**src/hdl/lane_flag_pkg.sv**
```systemverilog
/*
 * Constants for the per-lane status flag bank: register indices,
 * field positions, reset values and multifunction pin encodings.
 * Assumes a 16-bit register word and four lanes, A in bit 0.
 */
package lane_flag_pkg;

	// ------------------------------------------------------------
	// Register indices on the management read port
	// ------------------------------------------------------------
	localparam int          ADDR_W               = 5;
	localparam int          DATA_W               = 16;
	localparam int          LANES                = 4;
	localparam logic [4:0]  LANE_EVENT_STATUS_IX = 5'h16;
	localparam logic [4:0]  LANE_SYNC_STATUS_IX  = 5'h17;
	localparam logic [4:0]  CLOCK_COMP_STATUS_IX = 5'h18;

	// ------------------------------------------------------------
	// Field low bits, lane A at the low end of each nibble
	// ------------------------------------------------------------
	localparam int          EVT_TX_COLL_LSB      = 12;
	localparam int          EVT_DECODE_LSB       = 8;
	localparam int          EVT_PRBS_OK_LSB      = 4;
	localparam int          EVT_LOS_LSB          = 0;
	localparam int          SYNC_ALIGN_BIT       = 4;
	localparam int          SYNC_RX_COLL_LSB     = 0;
	localparam int          CTC_DROP_LSB         = 12;
	localparam int          CTC_INSERT_LSB       = 8;
	localparam int          CTC_OVF_LSB          = 4;
	localparam int          CTC_UNF_LSB          = 0;

	// ------------------------------------------------------------
	// Reset values and pin select codes
	// ------------------------------------------------------------
	localparam logic [3:0]  STICKY_RST           = 4'h0;
	localparam logic [3:0]  PASS_RST             = 4'hf;
	localparam logic        ALIGN_RST            = 1'h0;
	localparam logic        IO_STYLE_RST         = 1'h1;
	localparam logic [15:0] UNMAPPED_DATA        = 16'h0000;
	localparam logic [1:0]  MFP_SEL_IO_STYLE     = 2'h0;
	localparam logic [1:0]  MFP_SEL_COMMA        = 2'h1;
	localparam logic [1:0]  MFP_SEL_LOS          = 2'h2;
	localparam logic [1:0]  MFP_SEL_PASS         = 2'h3;

endpackage : lane_flag_pkg

```
**src/hdl/lane_status_flag_bank.sv**
```systemverilog
/*
 * Per-lane status flag bank: three read-only 16-bit status registers
 * holding sticky event flags of a four-lane transceiver, plus the
 * per-lane multifunction pin selection.
 * Assumes event strobes come from logic on SYS_CLK (one cycle each,
 * level also accepted) and that the management engine presents one
 * read strobe per register read on SYS_CLK.
 * Pin selects and comma levels come from logic on SYS_CLK as well;
 * the I/O style sense is a pad level and is synchronised here.
 * A read returns the flags as they stood before its clearing edge,
 * so an event that lands on that edge shows on the following read.
 * Reads of unmapped indices answer zero and clear nothing.
 * The pin output trails its source flag by one cycle.
 */
// Functional notes
// Transmit FIFO collision flags set, clear on read
// Decode or disparity error flags, clear on read
// Pattern pass bits default one, drop on error
// Reading a dropped pass bit restores one
// Loss-of-signal flags latch, default zero, read-clear
// Sync register bits fifteen to five read zero
// Deskew realign flag latches, clears on read
// Receive FIFO collision flags latch, read-clear
// Idle column removed flags, clear on read
// Idle column added flags, clear on read
// Elastic FIFO overflow flags, clear on read
// Elastic FIFO underflow flags, clear on read
// Pin select shows loss or pass bit
// Event in clearing read cycle stays set
`timescale 1ns/1ps

module lane_status_flag_bank #(
	parameter int LANES = lane_flag_pkg::LANES
) (
	// Clock and reset
	input  wire logic                       SYS_CLK,
	input  wire logic                       RST,
	// Management read port
	input  wire logic                       RD_STB,
	input  wire logic [lane_flag_pkg::ADDR_W-1:0] RD_ADDR,
	output logic      [lane_flag_pkg::DATA_W-1:0] RD_DATA,
	output logic                            RD_VALID,
	// Event strobes, per lane with lane A in bit 0, except the one shared realign strobe
	input  wire logic [LANES-1:0]           TX_FIFO_COLL,
	input  wire logic [LANES-1:0]           DECODE_ERR,
	input  wire logic [LANES-1:0]           PATTERN_ERR,
	input  wire logic [LANES-1:0]           LOS_EVT,
	input  wire logic                       DESKEW_REALIGN,
	input  wire logic [LANES-1:0]           RX_FIFO_COLL,
	input  wire logic [LANES-1:0]           IDLE_DROP,
	input  wire logic [LANES-1:0]           IDLE_INSERT,
	input  wire logic [LANES-1:0]           ELASTIC_OVF,
	input  wire logic [LANES-1:0]           ELASTIC_UNF,
	// Multifunction pin sources and selects
	input  wire logic [2*LANES-1:0]         MFP_SEL,
	input  wire logic                       HSTL_MODE,
	input  wire logic [LANES-1:0]           COMMA_DET,
	output logic      [LANES-1:0]           MULTIFUNCTION_PIN
);

	// ------------------------------------------------------------
	// Read decode
	// ------------------------------------------------------------

	// One-hot selects; a read strobe to any other index only answers
	// and leaves every flag as it was
	wire logic rd_event;
	wire logic rd_sync;
	wire logic rd_ctc;

	assign rd_event = RD_STB && (RD_ADDR == lane_flag_pkg::LANE_EVENT_STATUS_IX);
	assign rd_sync  = RD_STB && (RD_ADDR == lane_flag_pkg::LANE_SYNC_STATUS_IX);
	assign rd_ctc   = RD_STB && (RD_ADDR == lane_flag_pkg::CLOCK_COMP_STATUS_IX);

	// ------------------------------------------------------------
	// Flag storage
	// ------------------------------------------------------------

	// Sticky flags, one bit per lane, lane A in bit 0
	logic [LANES-1:0] tx_coll_q;
	logic [LANES-1:0] tx_coll_d;
	logic [LANES-1:0] decode_q;
	logic [LANES-1:0] decode_d;
	logic [LANES-1:0] pattern_check_ok_flag_q;
	logic [LANES-1:0] pattern_check_ok_flag_d;
	logic [LANES-1:0] los_q;
	logic [LANES-1:0] los_d;
	logic [LANES-1:0] rx_coll_q;
	logic [LANES-1:0] rx_coll_d;
	logic [LANES-1:0] drop_q;
	logic [LANES-1:0] drop_d;
	logic [LANES-1:0] insert_q;
	logic [LANES-1:0] insert_d;
	logic [LANES-1:0] ovf_q;
	logic [LANES-1:0] ovf_d;
	logic [LANES-1:0] unf_q;
	logic [LANES-1:0] unf_d;
	wire logic [LANES-1:0] mfp_d;

	// Alignment is one flag shared by all lanes
	logic             align_q;
	logic             align_d;

	// ------------------------------------------------------------
	// I/O style sense capture
	// ------------------------------------------------------------

	// The style sense is a pad level, not a SYS_CLK signal; three
	// flops take it in and a change only counts once the last two
	// agree, so a slow or noisy edge never reaches the pin select
	logic             hstl_meta_q;
	logic             hstl_mid_q;
	logic             hstl_late_q;
	logic             hstl_level_q;
	logic             hstl_level_d;

	// Level moves only when the last two stages agree
	assign hstl_level_d = (hstl_mid_q == hstl_late_q) ? hstl_late_q
	                                                   : hstl_level_q;

	// Only the second stage reads the first; reset to the default style
	always_ff @(posedge SYS_CLK) begin
		if (RST) begin
			hstl_meta_q  <= lane_flag_pkg::IO_STYLE_RST;
			hstl_mid_q   <= lane_flag_pkg::IO_STYLE_RST;
			hstl_late_q  <= lane_flag_pkg::IO_STYLE_RST;
			hstl_level_q <= lane_flag_pkg::IO_STYLE_RST;
		end else begin
			hstl_meta_q  <= HSTL_MODE;
			hstl_mid_q   <= hstl_meta_q;
			hstl_late_q  <= hstl_mid_q;
			hstl_level_q <= hstl_level_d;
		end
	end

	// ------------------------------------------------------------
	// Lane event status next values
	// ------------------------------------------------------------

	// A new event is ORed after the clear so a colliding read keeps it;
	// the read still returns the old image, so that event shows on the
	// next read of the register instead of being lost
	genvar ln;
	generate
		for (ln = 0; ln < LANES; ln++) begin : g_lane
			// transmit collision sticky
			// set beats clear
			assign tx_coll_d[ln] = TX_FIFO_COLL[ln]
			                       | (tx_coll_q[ln] & ~rd_event);
			// decode error sticky
			assign decode_d[ln]  = DECODE_ERR[ln]
			                       | (decode_q[ln] & ~rd_event);
			// Error in the read cycle wins and shows on the next read
			// pass drops on error
			// read restores pass
			assign pattern_check_ok_flag_d[ln] =
				PATTERN_ERR[ln] ? 1'b0 :
				(rd_event ? 1'b1 : pattern_check_ok_flag_q[ln]);
			// loss-of-signal sticky
			assign los_d[ln]     = LOS_EVT[ln] | (los_q[ln] & ~rd_event);

			// Cleared by a read of the sync register
			// receive collision sticky
			assign rx_coll_d[ln] = RX_FIFO_COLL[ln]
			                       | (rx_coll_q[ln] & ~rd_sync);

			// Cleared by a clock compensation read
			// idle removed sticky
			assign drop_d[ln]    = IDLE_DROP[ln] | (drop_q[ln] & ~rd_ctc);
			// idle added sticky
			assign insert_d[ln]  = IDLE_INSERT[ln]
			                       | (insert_q[ln] & ~rd_ctc);
			// overflow sticky
			assign ovf_d[ln]     = ELASTIC_OVF[ln] | (ovf_q[ln] & ~rd_ctc);
			// underflow sticky
			assign unf_d[ln]     = ELASTIC_UNF[ln] | (unf_q[ln] & ~rd_ctc);

			// pin select decode
			wire logic [1:0] sel;
			wire logic       show_los;
			wire logic       show_pass;
			wire logic       show_comma;
			assign sel        = MFP_SEL[2*ln +: 2];
			assign show_los   = (sel == lane_flag_pkg::MFP_SEL_LOS);
			assign show_pass  = (sel == lane_flag_pkg::MFP_SEL_PASS);
			assign show_comma = (sel == lane_flag_pkg::MFP_SEL_COMMA);
			// select loss, pass, comma or I/O style level
			assign mfp_d[ln]  =
				show_los   ? los_q[ln] :
				show_pass  ? pattern_check_ok_flag_q[ln] :
				show_comma ? COMMA_DET[ln] :
				hstl_level_q;
		end
	endgenerate

	// realign flag sticky
	assign align_d = DESKEW_REALIGN | (align_q & ~rd_sync);

	// ------------------------------------------------------------
	// Flag registers
	// ------------------------------------------------------------

	// Pass bits reset to one; every other flag resets clear
	always_ff @(posedge SYS_CLK) begin
		if (RST) begin
			tx_coll_q               <= lane_flag_pkg::STICKY_RST;
			decode_q                <= lane_flag_pkg::STICKY_RST;
			pattern_check_ok_flag_q <= lane_flag_pkg::PASS_RST;
			los_q                   <= lane_flag_pkg::STICKY_RST;
		end else begin
			tx_coll_q               <= tx_coll_d;
			decode_q                <= decode_d;
			pattern_check_ok_flag_q <= pattern_check_ok_flag_d;
			los_q                   <= los_d;
		end
	end

	// Synchronization and clock compensation flags
	always_ff @(posedge SYS_CLK) begin
		if (RST) begin
			rx_coll_q <= lane_flag_pkg::STICKY_RST;
			align_q   <= lane_flag_pkg::ALIGN_RST;
			drop_q    <= lane_flag_pkg::STICKY_RST;
			insert_q  <= lane_flag_pkg::STICKY_RST;
			ovf_q     <= lane_flag_pkg::STICKY_RST;
			unf_q     <= lane_flag_pkg::STICKY_RST;
		end else begin
			rx_coll_q <= rx_coll_d;
			align_q   <= align_d;
			drop_q    <= drop_d;
			insert_q  <= insert_d;
			ovf_q     <= ovf_d;
			unf_q     <= unf_d;
		end
	end

	// ------------------------------------------------------------
	// Read data assembly
	// ------------------------------------------------------------

	// Images built from the values before the clearing edge
	// Each lane nibble is padded to the word width before it is shifted
	wire logic [lane_flag_pkg::DATA_W-1:0] event_word;
	wire logic [lane_flag_pkg::DATA_W-1:0] sync_word;
	wire logic [lane_flag_pkg::DATA_W-1:0] ctc_word;
	wire logic [lane_flag_pkg::DATA_W-1:0] rd_data_d;

	assign event_word = lane_flag_pkg::DATA_W'(
		  ({12'h000, tx_coll_q} << lane_flag_pkg::EVT_TX_COLL_LSB)
		| ({12'h000, decode_q}  << lane_flag_pkg::EVT_DECODE_LSB)
		| ({12'h000, pattern_check_ok_flag_q}
		                        << lane_flag_pkg::EVT_PRBS_OK_LSB)
		| ({12'h000, los_q}     << lane_flag_pkg::EVT_LOS_LSB));

	// Alignment bit sits just above the lane nibble
	// reserved reads zero
	assign sync_word = lane_flag_pkg::DATA_W'(
		  ({15'h0000, align_q}  << lane_flag_pkg::SYNC_ALIGN_BIT)
		| ({12'h000, rx_coll_q} << lane_flag_pkg::SYNC_RX_COLL_LSB));

	assign ctc_word = lane_flag_pkg::DATA_W'(
		  ({12'h000, drop_q}   << lane_flag_pkg::CTC_DROP_LSB)
		| ({12'h000, insert_q} << lane_flag_pkg::CTC_INSERT_LSB)
		| ({12'h000, ovf_q}    << lane_flag_pkg::CTC_OVF_LSB)
		| ({12'h000, unf_q}    << lane_flag_pkg::CTC_UNF_LSB));

	// Unmapped indices answer with zero rather than stalling the engine
	assign rd_data_d = rd_event ? event_word :
	                   rd_sync  ? sync_word  :
	                   rd_ctc   ? ctc_word   :
	                   lane_flag_pkg::UNMAPPED_DATA;

	// Valid pulses once per strobe, unmapped indices included
	always_ff @(posedge SYS_CLK) begin
		if (RST) begin
			RD_VALID <= 1'b0;
		end else begin
			RD_VALID <= RD_STB;
		end
	end

	// Data held until the next strobe so a slow serialiser can shift it
	always_ff @(posedge SYS_CLK) begin
		if (RST) begin
			RD_DATA <= lane_flag_pkg::UNMAPPED_DATA;
		end else if (RD_STB) begin
			RD_DATA <= rd_data_d;
		end
	end

	// ------------------------------------------------------------
	// Multifunction pin
	// ------------------------------------------------------------

	// Pin shows the stored flag, so it lags the event by two cycles;
	// registered so the pad sees no decode glitches, and low in reset
	always_ff @(posedge SYS_CLK) begin
		if (RST) begin
			MULTIFUNCTION_PIN <= '0;
		end else begin
			MULTIFUNCTION_PIN <= mfp_d;
		end
	end

endmodule : lane_status_flag_bank

```
**config.mk**
```make
export PLATFORM = sky130hd
export DESIGN_NAME = lane_status_flag_bank
export DESIGN_NICKNAME = d
export VERILOG_FILES = /design/src/hdl/lane_flag_pkg.sv /design/src/hdl/lane_status_flag_bank.sv
export SDC_FILE = /design/constraint.sdc
export NUM_CORES = 1
export LEC_CHECK = 0
export CAP_MARGIN = 40
export CORE_ASPECT_RATIO = 1.25
export CORE_MARGIN = 10
export CORE_UTILIZATION = 44
export CTS_CLUSTER_SIZE = 16
export DETAILED_ROUTE_END_ITERATION = 10
export DONT_BUFFER_PORTS = 1
export GPL_TIMING_DRIVEN = 0
export RECOVER_POWER = 100
export SYNTH_ARGS = -nofsm -noshare
export SYNTH_HDL_FRONTEND = slang
export SYNTH_SLANG_ARGS = --single-unit
```
**constraint.sdc**
```tcl
create_clock -name SYS_CLK -period 4.2 [get_ports SYS_CLK]
set_clock_uncertainty 0.1 [all_clocks]
set_input_delay 0.84 -clock SYS_CLK [delete_from_list [all_inputs] [get_ports SYS_CLK]]
set_output_delay 0.84 -clock SYS_CLK [all_outputs]
set_load 0.02 [all_outputs]
```
==> run summary, run 1 <==
The area growth from synthesis to layout was 8.19%; the required time of the worst setup path was 4.36 ns. After clock tree synthesis, the clock-pin slew on the worst setup and hold paths is 0.06 ns. After floorplanning, the core was sized to cover 5120 um^2. The run finished with clean final reports. Entering global routing, the biggest net connects 11 pins. After detailed routing, the average wire length per cell comes to 20.4 um. The run gives 95 as the initial DRC count. The most used flip-flop cell after synthesis is dfxtp_1. The total count of max-transition violations in the final report is 0, and the routability-driven placement congestion ratio is 0.764. The final critical delay including setup and external delays was 2.26 ns. STA classifies the critical path startpoint as an input pin. After detailed routing, the total wire length is 6380 um. After legalization and detailed placement, the total HPWL measured 4710 um. The floorplan step set the die width to 85.2 um.

OpenSTA, run right after detailed placement, puts the worst setup slack at 2.00 ns. The share of the cycle needed by the critical path after routing was 53.8%. For this run, asynchronously set or reset flops after synthesis account for 0%.

Derived from the worst setup path, the maximum achievable clock frequency is 0.442 GHz. The count of TritonRoute iterations in the first routing pass is 4. In this run the number of H-tree levels came out at 3. The tightest min-delay check is of the register to register type. After Yosys synthesis, XOR and XNOR cells account for 0% of the synthesized area. The floorplan step set the die height to 101 um. Of the post-synthesis cell area, the part taken by muxes is 3.85%.

After synthesis, the largest area contributor takes up 53.1% of total cell area. Starting density of the core: 45.7%. The number of hold-slack violations in the final timing report was 0; the compound-gate portion of the synthesized area was 22.3%. The analysis attributes to cell leakage a power of 0.000918 uW. At the pin with the least slew margin, the transition time is 0.785 ns.

Buffers added to address setup during post-CTS repair amount to 0. Across the run, the number of max-cap violations was 0. The post-cts repair resize count is 0, and the number of distinct library cell variants in the gate-level netlist after synthesis is 28.

For this run, the total global-route usage over all layers was measured as 14.9%. Of the total synthesized cell area, the portion taken by full adders, half adders and majority gates is 0%. The detailed router placed 1,755 vias in this run.

Power spread over the standard cell area amounts to 464 nW/um^2. Once layout is complete, the utilization of the core stands at 49.4%. The worst pin sits at a relative slew slack of 47.6%.

Ranked by total cell area, the synthesized netlist is headed by dfxtp_1 53%, nor2_1 8.0%, a21oi_1 5.1%. Synthesized netlist net count: 295. The average footprint of a synthesized cell is 9.86 um^2, and the remaining global-route overflow is 0. The worst setup path is captured at a register.

The tools report the total negative slack as 0 ns. By startpoint and endpoint, the worst setup path is classified as input pin to register. The number of synthesis warnings is 0, and the wire length of the first global-routing pass is 9770 um. The detailed-route vias per instance is 5.61, and the simple logic cell fraction of the synthesized area is 15.6%. 79 I/O pins were placed.

The initial antenna violation count is 0, and the worst endpoint data arrival time is 2.42 ns. The floorplan step defined a die boundary enclosing 8650 um^2. Yosys mapped a number of flops with a built-in enable equal to 0. In this run, post-CTS hold repair placed 0 buffers. Count of clock tree sinks: 62.

dfxtp_1 takes more of the synthesized area than any other cell. The post-synthesis instance area was 2340 um^2. The worst setup slack for register-to-register paths came out at 3.01 ns. The via count of the first global-routing pass is 1,810.

TritonCTS built the clock tree. The dominant combinational cell family by area after synthesis is compound AO/OA/AOI/OAI gates. The worst-case setup margin in the final layout is 1.94 ns. The maximum vdd ir drop is 0.000274 V. No sink is reached through more buffers than the 2 on the longest clock path. For the clock buffer count from CTS, the log shows 9. The number of placement rows was 29.

The sequential element share of the synthesized area is 53.1%. For the number of antenna-violating nets in the routed design, the log shows 0. CTS placed an instance of clkbuf_8 at the clock tree root. In this run the worst path has a maximum fanout of 10. For this run, design rule violations remaining after detail routing come to 0.

Input and output buffers added on the ports amount to 0. Overall power consumption after layout is estimated at 1170 uW. The number of flip-flops and latches in the synthesized netlist is 62, and the net count reported at finish is 306. The fraction of layout instances using a drive strength above 1 works out to 12.7%.

Setup violations remaining at the end of the flow were counted as 0. The repair_antennas step left the layout with diodes totalling 0. The clock latency of the later-clocked register in the worst-skew pair came out at 0.35 ns. Setup repair after global routing left no endpoint under its margin. Final design area excluding fillers: 2530 um^2. Counting every instance in the synthesized netlist gives 237. Once placement finished, the instance area stood at 2410 um^2.
[final timing paths]
| kind | from | end | cells past startpoint |
|---|---|---|---|
| worst max-delay path | RD_ADDR[3] | RD_DATA[11] | 5 |
| worst min-delay path | hstl_meta_q | hstl_mid_q | 1 |
| worst max register to register | pattern_check_ok_flag_q[1] | MULTIFUNCTION_PIN[1] | 2 |
| worst min register to register | hstl_meta_q | hstl_mid_q | 1 |
[metrics by stage]
stage                     std cells  hold WS (ns)
final                           313         0.315
after global routing            313         0.332
after CTS                       313         0.320
after detailed placement        299         0.300
after global placement          299         0.299
after floorplan                 237         0.289
[registers in the layout, summed over array words and instances, names as in the netlist, 4 cells and up]
name,flops
RD_DATA,16
decode_q,4
MULTIFUNCTION_PIN,4
insert_q,4
pattern_check_ok_flag_q,4
ovf_q,4
los_q,4
unf_q,4
drop_q,4
rx_coll_q,4
tx_coll_q,4
[per-layer routing]
metal / wire (um) / GRT usage [%] / part of all wire, %
met1: 2520 / 16.3 / 39
met2: 3080 / 24.2 / 48
met3: 647 / 6.35 / 10
met4: 132 / 7.61 / 2.1
met5: 0 / 0 / 0
[kinds of logic after synthesis]
| kind of cell | Yosys count |
|---|---|
| AOI/OAI and AO/OA | 76 |
| and+or+nand+nor | 73 |
| DFF | 62 |
| buffers and inverters | 22 |
| muxes | 4 |
[cell usage after synthesis, types with 3 or more instances]
master / count
nor2_1: 50
a22oi_1: 16
dfxtp_1: 62
mux4_2: 4
or2_2: 4
o21ai_0: 4
inv_1: 7
o21bai_1: 5
clkbuf_1: 7
a211oi_1: 11
o32ai_1: 5
nor2b_1: 5
a21oi_1: 24
or2b_1: 5
or3_1: 3
a21oi_2: 10
[worst max-delay path: stages]
cell,delay (ns)
nand3b_1,0.25
nor2_1,0.42
clkbuf_1,0.50
a22oi_1,0.13
a211oi_1,0.27
[cells in the final DEF, fill, tap and decap left out]
cell       n
a211oi_1  11
a21oi_1   25
a21oi_2    9
a22oi_1   16
buf_6      1
clkbuf_1  16
clkbuf_8  10
clkinv_2   2
dfxtp_1   62
inv_1      7
mux4_2     4
nand2_1    1
nand2b_1   1
nand3b_1   1
nand3b_4   1
nor2_1    51
nor2b_1    5
nor3_4     1
o21ai_0    4
o21bai_1   5
o32ai_1    5
o41ai_1    1
or2_2      4
or2b_1     5
or3_1      3
[cell type report]
cell class	count	area, um^2
inverters	7	26.3
clock buffers	12	145
well taps	62	77.6
plain buffers	15	63.8
flip-flops and latches	62	1240
fillers	518	2590
multi-input cells	153	965
clock inverters	2	10.0
[where the power goes]
part | total [uW] | switching [uW] | internal [uW]
sequential | 659 | 34.3 | 625
clock | 440 | 218 | 222
combinational | 74.5 | 39.2 | 35.2
(Power assumes the default switching activity.)
==> run 2, diff against run 1 <==
==> constraint.sdc (replaced) <==
create_clock -name SYS_CLK -period 2.1 [get_ports SYS_CLK]
set_clock_uncertainty 0.1 [all_clocks]
set_input_delay 0.42 -clock SYS_CLK [delete_from_list [all_inputs] [get_ports SYS_CLK]]
set_output_delay 0.42 -clock SYS_CLK [all_outputs]
set_load 0.02 [all_outputs]
==> run 2 against run 1 <==
Die area did not move; clock power grew 98%; wire length barely moved; final cell count did not move; count of clock-buffer cells in the layout did not move; sequential power grew 100%; via count down 0.46%; non-clock buffer count did not move; setup slack got worse by 1.4 ns; total power up 99%; global-route usage is the same; critical path type unchanged; critical endpoint unchanged; largest cell class unchanged; highest routed layer unchanged.
==> run summary, run 2 (synthesis results as in run 1) <==
TritonCTS built the clock tree. The area of the multi-input gates was 935 um^2; the post-CTS repair timing setup buffer count was 0. The run gives 1,747 as the total number of vias. The slowest cell on the critical path is nor2_1. The number of input and output port buffers inserted was 0; the worst reg-to-reg path cell count was 2.

The power per cell area was 928 nW/um^2. The worst pin sits at a relative slew slack of 63.7%. Number of placement rows: 29. Maximum fanout along the worst path: 10. The largest single stage delay on the critical path is 0.45 ns. The worst hold path stage count was 1; the detailed-route vias per instance was 5.58.

Total of max-cap violations: 0. For the total count of max-transition violations in the final report, the log shows 0. For the worst setup path, the data required time is 2.25 ns. The clock latency of the later-clocked register in the worst-skew pair is 0.34 ns. The tools report the library cell used as clock root buffer as clkbuf_8. The tools report the number of buffers on the longest clock path as 2. The floorplan step set the die width to 85.2 um. Once detail routing completed, the nets flagged for antenna violations numbered 0. The detailed-route DRC error count is 0, and the transition time of the tightest slew-check pin is 0.545 ns. The congestion estimate from routability-driven global placement came to 0.764.

STA classifies the critical path startpoint as an input pin. By startpoint and endpoint, the worst setup path is classified as input pin to register. The clock buffer count from CTS is 9. For the final count of negative-setup-slack endpoints, the log shows 0. The top cell types in the final layout, fill and taps aside, are 62 x dfxtp_1, 51 x nor2_1, 33 x a21oi_1, 16 x a22oi_1, 14 x clkbuf_1. After clock tree synthesis, the flow added hold-fix buffers numbering 0. At the end of the flow the core is filled with cells to 49.2%. The run gives 0 as the number of hold-slack violations in the final timing report.

In this design, the largest share of critical-path delay is due to simple AND/OR/NAND/NOR gates. The wire length of the first global-routing pass is 9770 um. The worst path uses 75.5% of the clock period.

Setup repair after global routing left no endpoint under its margin. The routed wire length per instance is 20.4 um, and the remaining global-route overflow is 0. Ranked by flip-flop count, first place goes to RD_DATA. The number of gates on the worst path with buffers counted is 5. 79 I/O pins were placed. The starting density of the core is 45.7%. The sequential cell area in the final layout is 1240 um^2.

The placeable core region was 5120 um^2. The worst endpoint data arrival time was 1.74 ns; the pin count of the biggest net entering global routing was 11. The logs give 8650 um^2 for the area enclosed by the die boundary and 0 for the initial antenna violation count. The register with the most flip-flops in the layout has 16 of them.

The final critical delay including setup and external delays was 1.59 ns. After detailed routing, the total wire length is 6380 um. Leaving out fill and tap cells, the most frequent cell in the layout is dfxtp_1. The logs give 0.000930 uW for the reported leakage power and 306 for the net count reported at finish. The HPWL after detailed placement is 4710 um. The first detailed-routing pass ran for 4 iterations. Traced cell by cell, the critical path runs through nand3b_1 -> nor2_1 -> buf_4 -> a22oi_1 -> a211oi_1. Counting the fill cells in the layout gives 515. The initial DRC count is 114, and the total routing resource utilization after global routing is 14.9%. The final design area excluding fillers was 2520 um^2.

The clock slew at the register clock pins of the worst setup and hold paths is 0.07 ns. Static timing analysis puts the maximum clock frequency at 0.630 GHz. The tightest min-delay check is of the input pin to register type. The flow ran to the end, and the final reports show no timing, DRC or antenna violations. The buffers plus inverters on the worst setup path works out to 1.

The antenna diode count is 0, and the fraction of layout instances using a drive strength above 1 is 10.4%. Gates resized during post-CTS repair numbered 0. The via count of the first global-routing pass is 1,810, and the total negative slack is 0 ns. The worst-case IR drop observed on VDD is 0.000550 V. In this run the vertical extent of the chip is 101 um.

The worst setup path is captured at a register. The count of clock tree sinks is 62, and the post-place instance area is 2410 um^2. The area growth from synthesis to layout was 7.76%; the H-tree level count was 3.
[run 2: worst paths after layout]
| check | from | endpoint | slack (ns) |
|---|---|---|---|
| worst max-delay path | RD_ADDR[3] | RD_DATA[11] | 0.51 |
| worst min register to register | hstl_meta_q | hstl_mid_q | 0.31 |
| worst min-delay path | PATTERN_ERR[2] | pattern_check_ok_flag_q[2] | 0.07 |
| worst max register to register | hstl_level_q | MULTIFUNCTION_PIN[0] | 0.92 |
[run 2: metal layers]
| metal | wire length [um] | vias to the layer above | share of wire (%) | global-route usage [%] |
|---|---|---|---|---|
| met1 | 2640 | 819 | 41 | 16.3 |
| li1 | - | 854 | - | - |
| met3 | 574 | 12 | 9.0 | 6.35 |
| met2 | 3030 | 62 | 47 | 24.2 |
| met5 | 0 | - | 0 | 0 |
| met4 | 141 | 0 | 2.2 | 7.61 |
[run 2: layout make-up]
| type | count | area share (%) |
|---|---|---|
| Buffer | 15 | 3.33 |
| Clock buffer | 12 | 5.76 |
| Clock inverter | 2 | 0.397 |
| Inverter | 7 | 1.04 |
| Multi-Input combinational cell | 153 | 37.1 |
| Sequential cell | 62 | 49.3 |
| Tap cell | 62 | 3.08 |
[run 2: per-stage QoR]
step | setup WS [ns] | hold WS [ns] | power, uW | std cells
4_1_cts | 0.677 | 0.0624 | 2370 | 313
3_5_place_dp | 0.319 | 0.300 | 1500 | 299
5_1_grt | 0.374 | 0.0651 | 2440 | 313
2_1_floorplan | 0.493 | 0.289 | 1450 | 237
6_report | 0.514 | 0.0709 | 2340 | 313
3_3_place_gp | 0.331 | 0.299 | 1490 | 299
[run 2: where the power goes]
part	total (uW)	switching (uW)	internal, uW	leakage (uW)
clock network	873	429	444	0.0000821
registers	1320	66.8	1250	0.000516
logic	147	78.3	68.8	0.000332
total	2340	574	1760	0.000930
==> run 3, diff against run 2 <==
==> constraint.sdc (replaced) <==
create_clock -name SYS_CLK -period 1.5 [get_ports SYS_CLK]
set_clock_uncertainty 0.1 [all_clocks]
set_input_delay 0.3 -clock SYS_CLK [delete_from_list [all_inputs] [get_ports SYS_CLK]]
set_output_delay 0.3 -clock SYS_CLK [all_outputs]
set_load 0.02 [all_outputs]
==> run 3 against run 2 <==
Clock power rose by 40%; count of clock-buffer cells in the layout is the same; wire length grew 4.0%; die area is the same; worst hold slack got worse by 0.014 ns; combinational power rose by 100%; sequential cell count is the same; critical path type unchanged; core utilization up 8.1 points; final cell count grew 12%; largest cell class unchanged; largest power group unchanged; critical path depth up 1; first-iteration DRC count grew 16%; highest routed layer unchanged; sequential share of layout area shrank 6.9 points.
==> run summary, run 3 (synthesis results as in run 1) <==
Along the worst path, the maximum fanout reaches 10. The element type at the critical path end is a register. The worst-case setup margin in the final layout was 0.0870 ns; the placeable core region was 5120 um^2.

Once the clock tree was built, the resizer swapped 0 gates to a different size. The wire length of the first global-routing pass is 10,600 um, and the final routed wirelength across all metal layers is 6630 um. In this run the power density over the cells is 1150 nW/um^2.

Internal power comes to 2540 uW. The die is 101 um tall. The net count reported at finish is 344. The number of buffers and inverters on the critical path is 2. TritonCTS built the clock tree. The run gives 15.7% as the total routing resource utilization after global routing. Counting every sink on the clock net gives 62. The number of clock buffers added by TritonCTS is 9. Dividing the detail-routed via count by the number of cells gives 5.37. The register with the most flip-flops in the final layout is RD_DATA. With fillers left out, the area of the finished cells amounts to 2930 um^2.

The remaining global-route overflow was 0. Maximum vdd ir drop: 0.000772 V. The register with the most flip-flops in the layout has 16 of them.

The run gives 3 as the H-tree level count. The tools report the library cell used as clock root buffer as clkbuf_8. The clock slew at the register clock pins of the worst setup and hold paths was 0.06 ns.

Traced cell by cell, the critical path runs through nand2b_1 -> or3_1 -> clkbuf_1 -> buf_12 -> a21oi_1 -> nor2_1. Per report_power, the combinational group accounts for 8.8% of the total. The logs give 0 for the number of hold-slack violations in the final timing report and 1.61 ns for the required time of the worst setup path. The total of max-cap violations came out at 0.

The floorplan step defined a die boundary enclosing 8650 um^2. In this run the count of I/O pins placed on the die edge is 79. Leaving out fill and tap cells, the most frequent cell in the layout is dfxtp_1. Setup violations remaining at the end of the flow were counted as 0. Once the floorplan was initialized, standard cells occupied 45.7% of the core.

Initial antenna violation count: 0. The flow ran to the end, and the final reports show no timing, DRC or antenna violations. Measured against its own limit, the worst slew margin works out to 62.8%. The number of placement rows is 29.

The detailed placer's ending HPWL was 4710 um. The congestion estimate from routability-driven global placement came to 0.764. The type of the worst setup path was input pin to register. The path class of the tightest hold or removal check is input pin to register. Grouping stages by cell kind, the critical path spends the most delay in simple AND/OR/NAND/NOR gates.

Among all stages on the critical path, the largest delay is contributed by or3_1. In this run the power spent charging and discharging nets is 825 uW. The clock passes through at most 2 buffers. The tools report the antenna diode count as 0. The via count of the first global-routing pass was 2,011; the transition time of the tightest slew-check pin was 0.558 ns. Summing over every cut layer, the via total after detailed routing is 1,886. The clock latency of the later-clocked register in the worst-skew pair was 0.34 ns. The count of nets left with antenna violations once routing finished came out at 0.

The clock network fraction of total power is 36.3%, and the worst-case setup slack after placement is -0.161 ns. The tools report the total negative slack as 0 ns. Dividing the detail-routed wire length by the instance count gives 18.9 um.

Entering global routing, the biggest net connects 11 pins. Compared with the post-synthesis result, the final layout area differs by 25.4%. Total count of max-transition violations in the final report: 0. Net switching is 24.5% of the power. The share of the cycle needed by the critical path after routing was 94.2%; the initial DRC count was 132. Counting I/O delays and the setup requirement, the final critical path takes 1.41 ns. The analysis attributes to cell leakage a power of 0.00109 uW. For this run, the detailed router's first-pass iteration total came to 4. Static timing analysis puts the maximum clock frequency at 0.708 GHz. Leaving out fill and tap cells, the most frequent cells in the layout are 62 x dfxtp_1, 50 x nor2_1, 38 x dlygate4sd3_1, 27 x a21oi_1, 16 x a22oi_1.

Setup repair after global routing left no endpoint under its margin. The share of total power dissipated in sequential elements is 54.9%. For the share of the core filled with cells in the final layout, the log shows 57.3%.

For the worst setup path, the data arrival time is 1.52 ns. For this run, design rule violations remaining after detail routing come to 0. In this design, the stage delay of the slowest critical-path cell is 0.37 ns. The number of input and output port buffers inserted is 0. The worst setup path is launched from an input pin. Die width: 85.2 um. Cells with a size suffix above 1 make up 12.1% of the layout. The placed instances occupy a cell area of 2410 um^2.
-- run 3: cell type report --
cell class / instances / area, um^2
Fill cell: 469 / 2180
Sequential cell: 62 / 1240
Multi-Input combinational cell: 153 / 965
Timing Repair Buffer: 38 / 380
Clock buffer: 12 / 145
Buffer: 15 / 86.3
Tap cell: 62 / 77.6
Inverter: 7 / 26.3
Clock inverter: 2 / 10.0
-- run 3: worst paths after layout --
path / to / slack, ns / cells after the start / startpoint
hold reg to reg: hstl_mid_q / 0.31 / 1 / hstl_meta_q
setup / recovery: ovf_q[2] / 0.09 / 6 / RD_ADDR[2]
setup reg to reg: MULTIFUNCTION_PIN[0] / 0.31 / 2 / hstl_level_q
hold / removal: RD_DATA[4] / 0.06 / 2 / RD_ADDR[0]
-- run 3: per-stage QoR --
step	power (uW)	std cells	hold slack, ns
global placement	2090	299	0.299
global route	3510	351	0.0498
CTS	3400	351	0.0378
detailed placement	2100	299	0.300
floorplan	2030	237	0.289
finish	3360	351	0.0574
-- run 3: power by group through the flow --
stage	clock network [uW]	logic (uW)	registers [uW]
after CTS	1250	301	1850
final	1220	296	1850
after global placement	0	209	1880
after floorplan	0	174	1860
after global routing	1320	333	1860
after detailed placement	0	214	1880
-- run 3: timing repair --
item | 4_1_cts | 5_1_grt
hold endpoints to repair | 38 | 0
setup buffers | 0 | 0
hold buffers | 38 | 0
-- run 3: per-layer routing --
| layer | routed length [um] | track usage, % | up-vias |
|---|---|---|---|
| met1 | 2680 | 17.9 | 879 |
| li1 | - | - | 928 |
| met4 | 70 | 7.61 | 0 |
| met5 | 0 | 0 | - |
| met3 | 562 | 5.14 | 7 |
| met2 | 3330 | 26.0 | 72 |
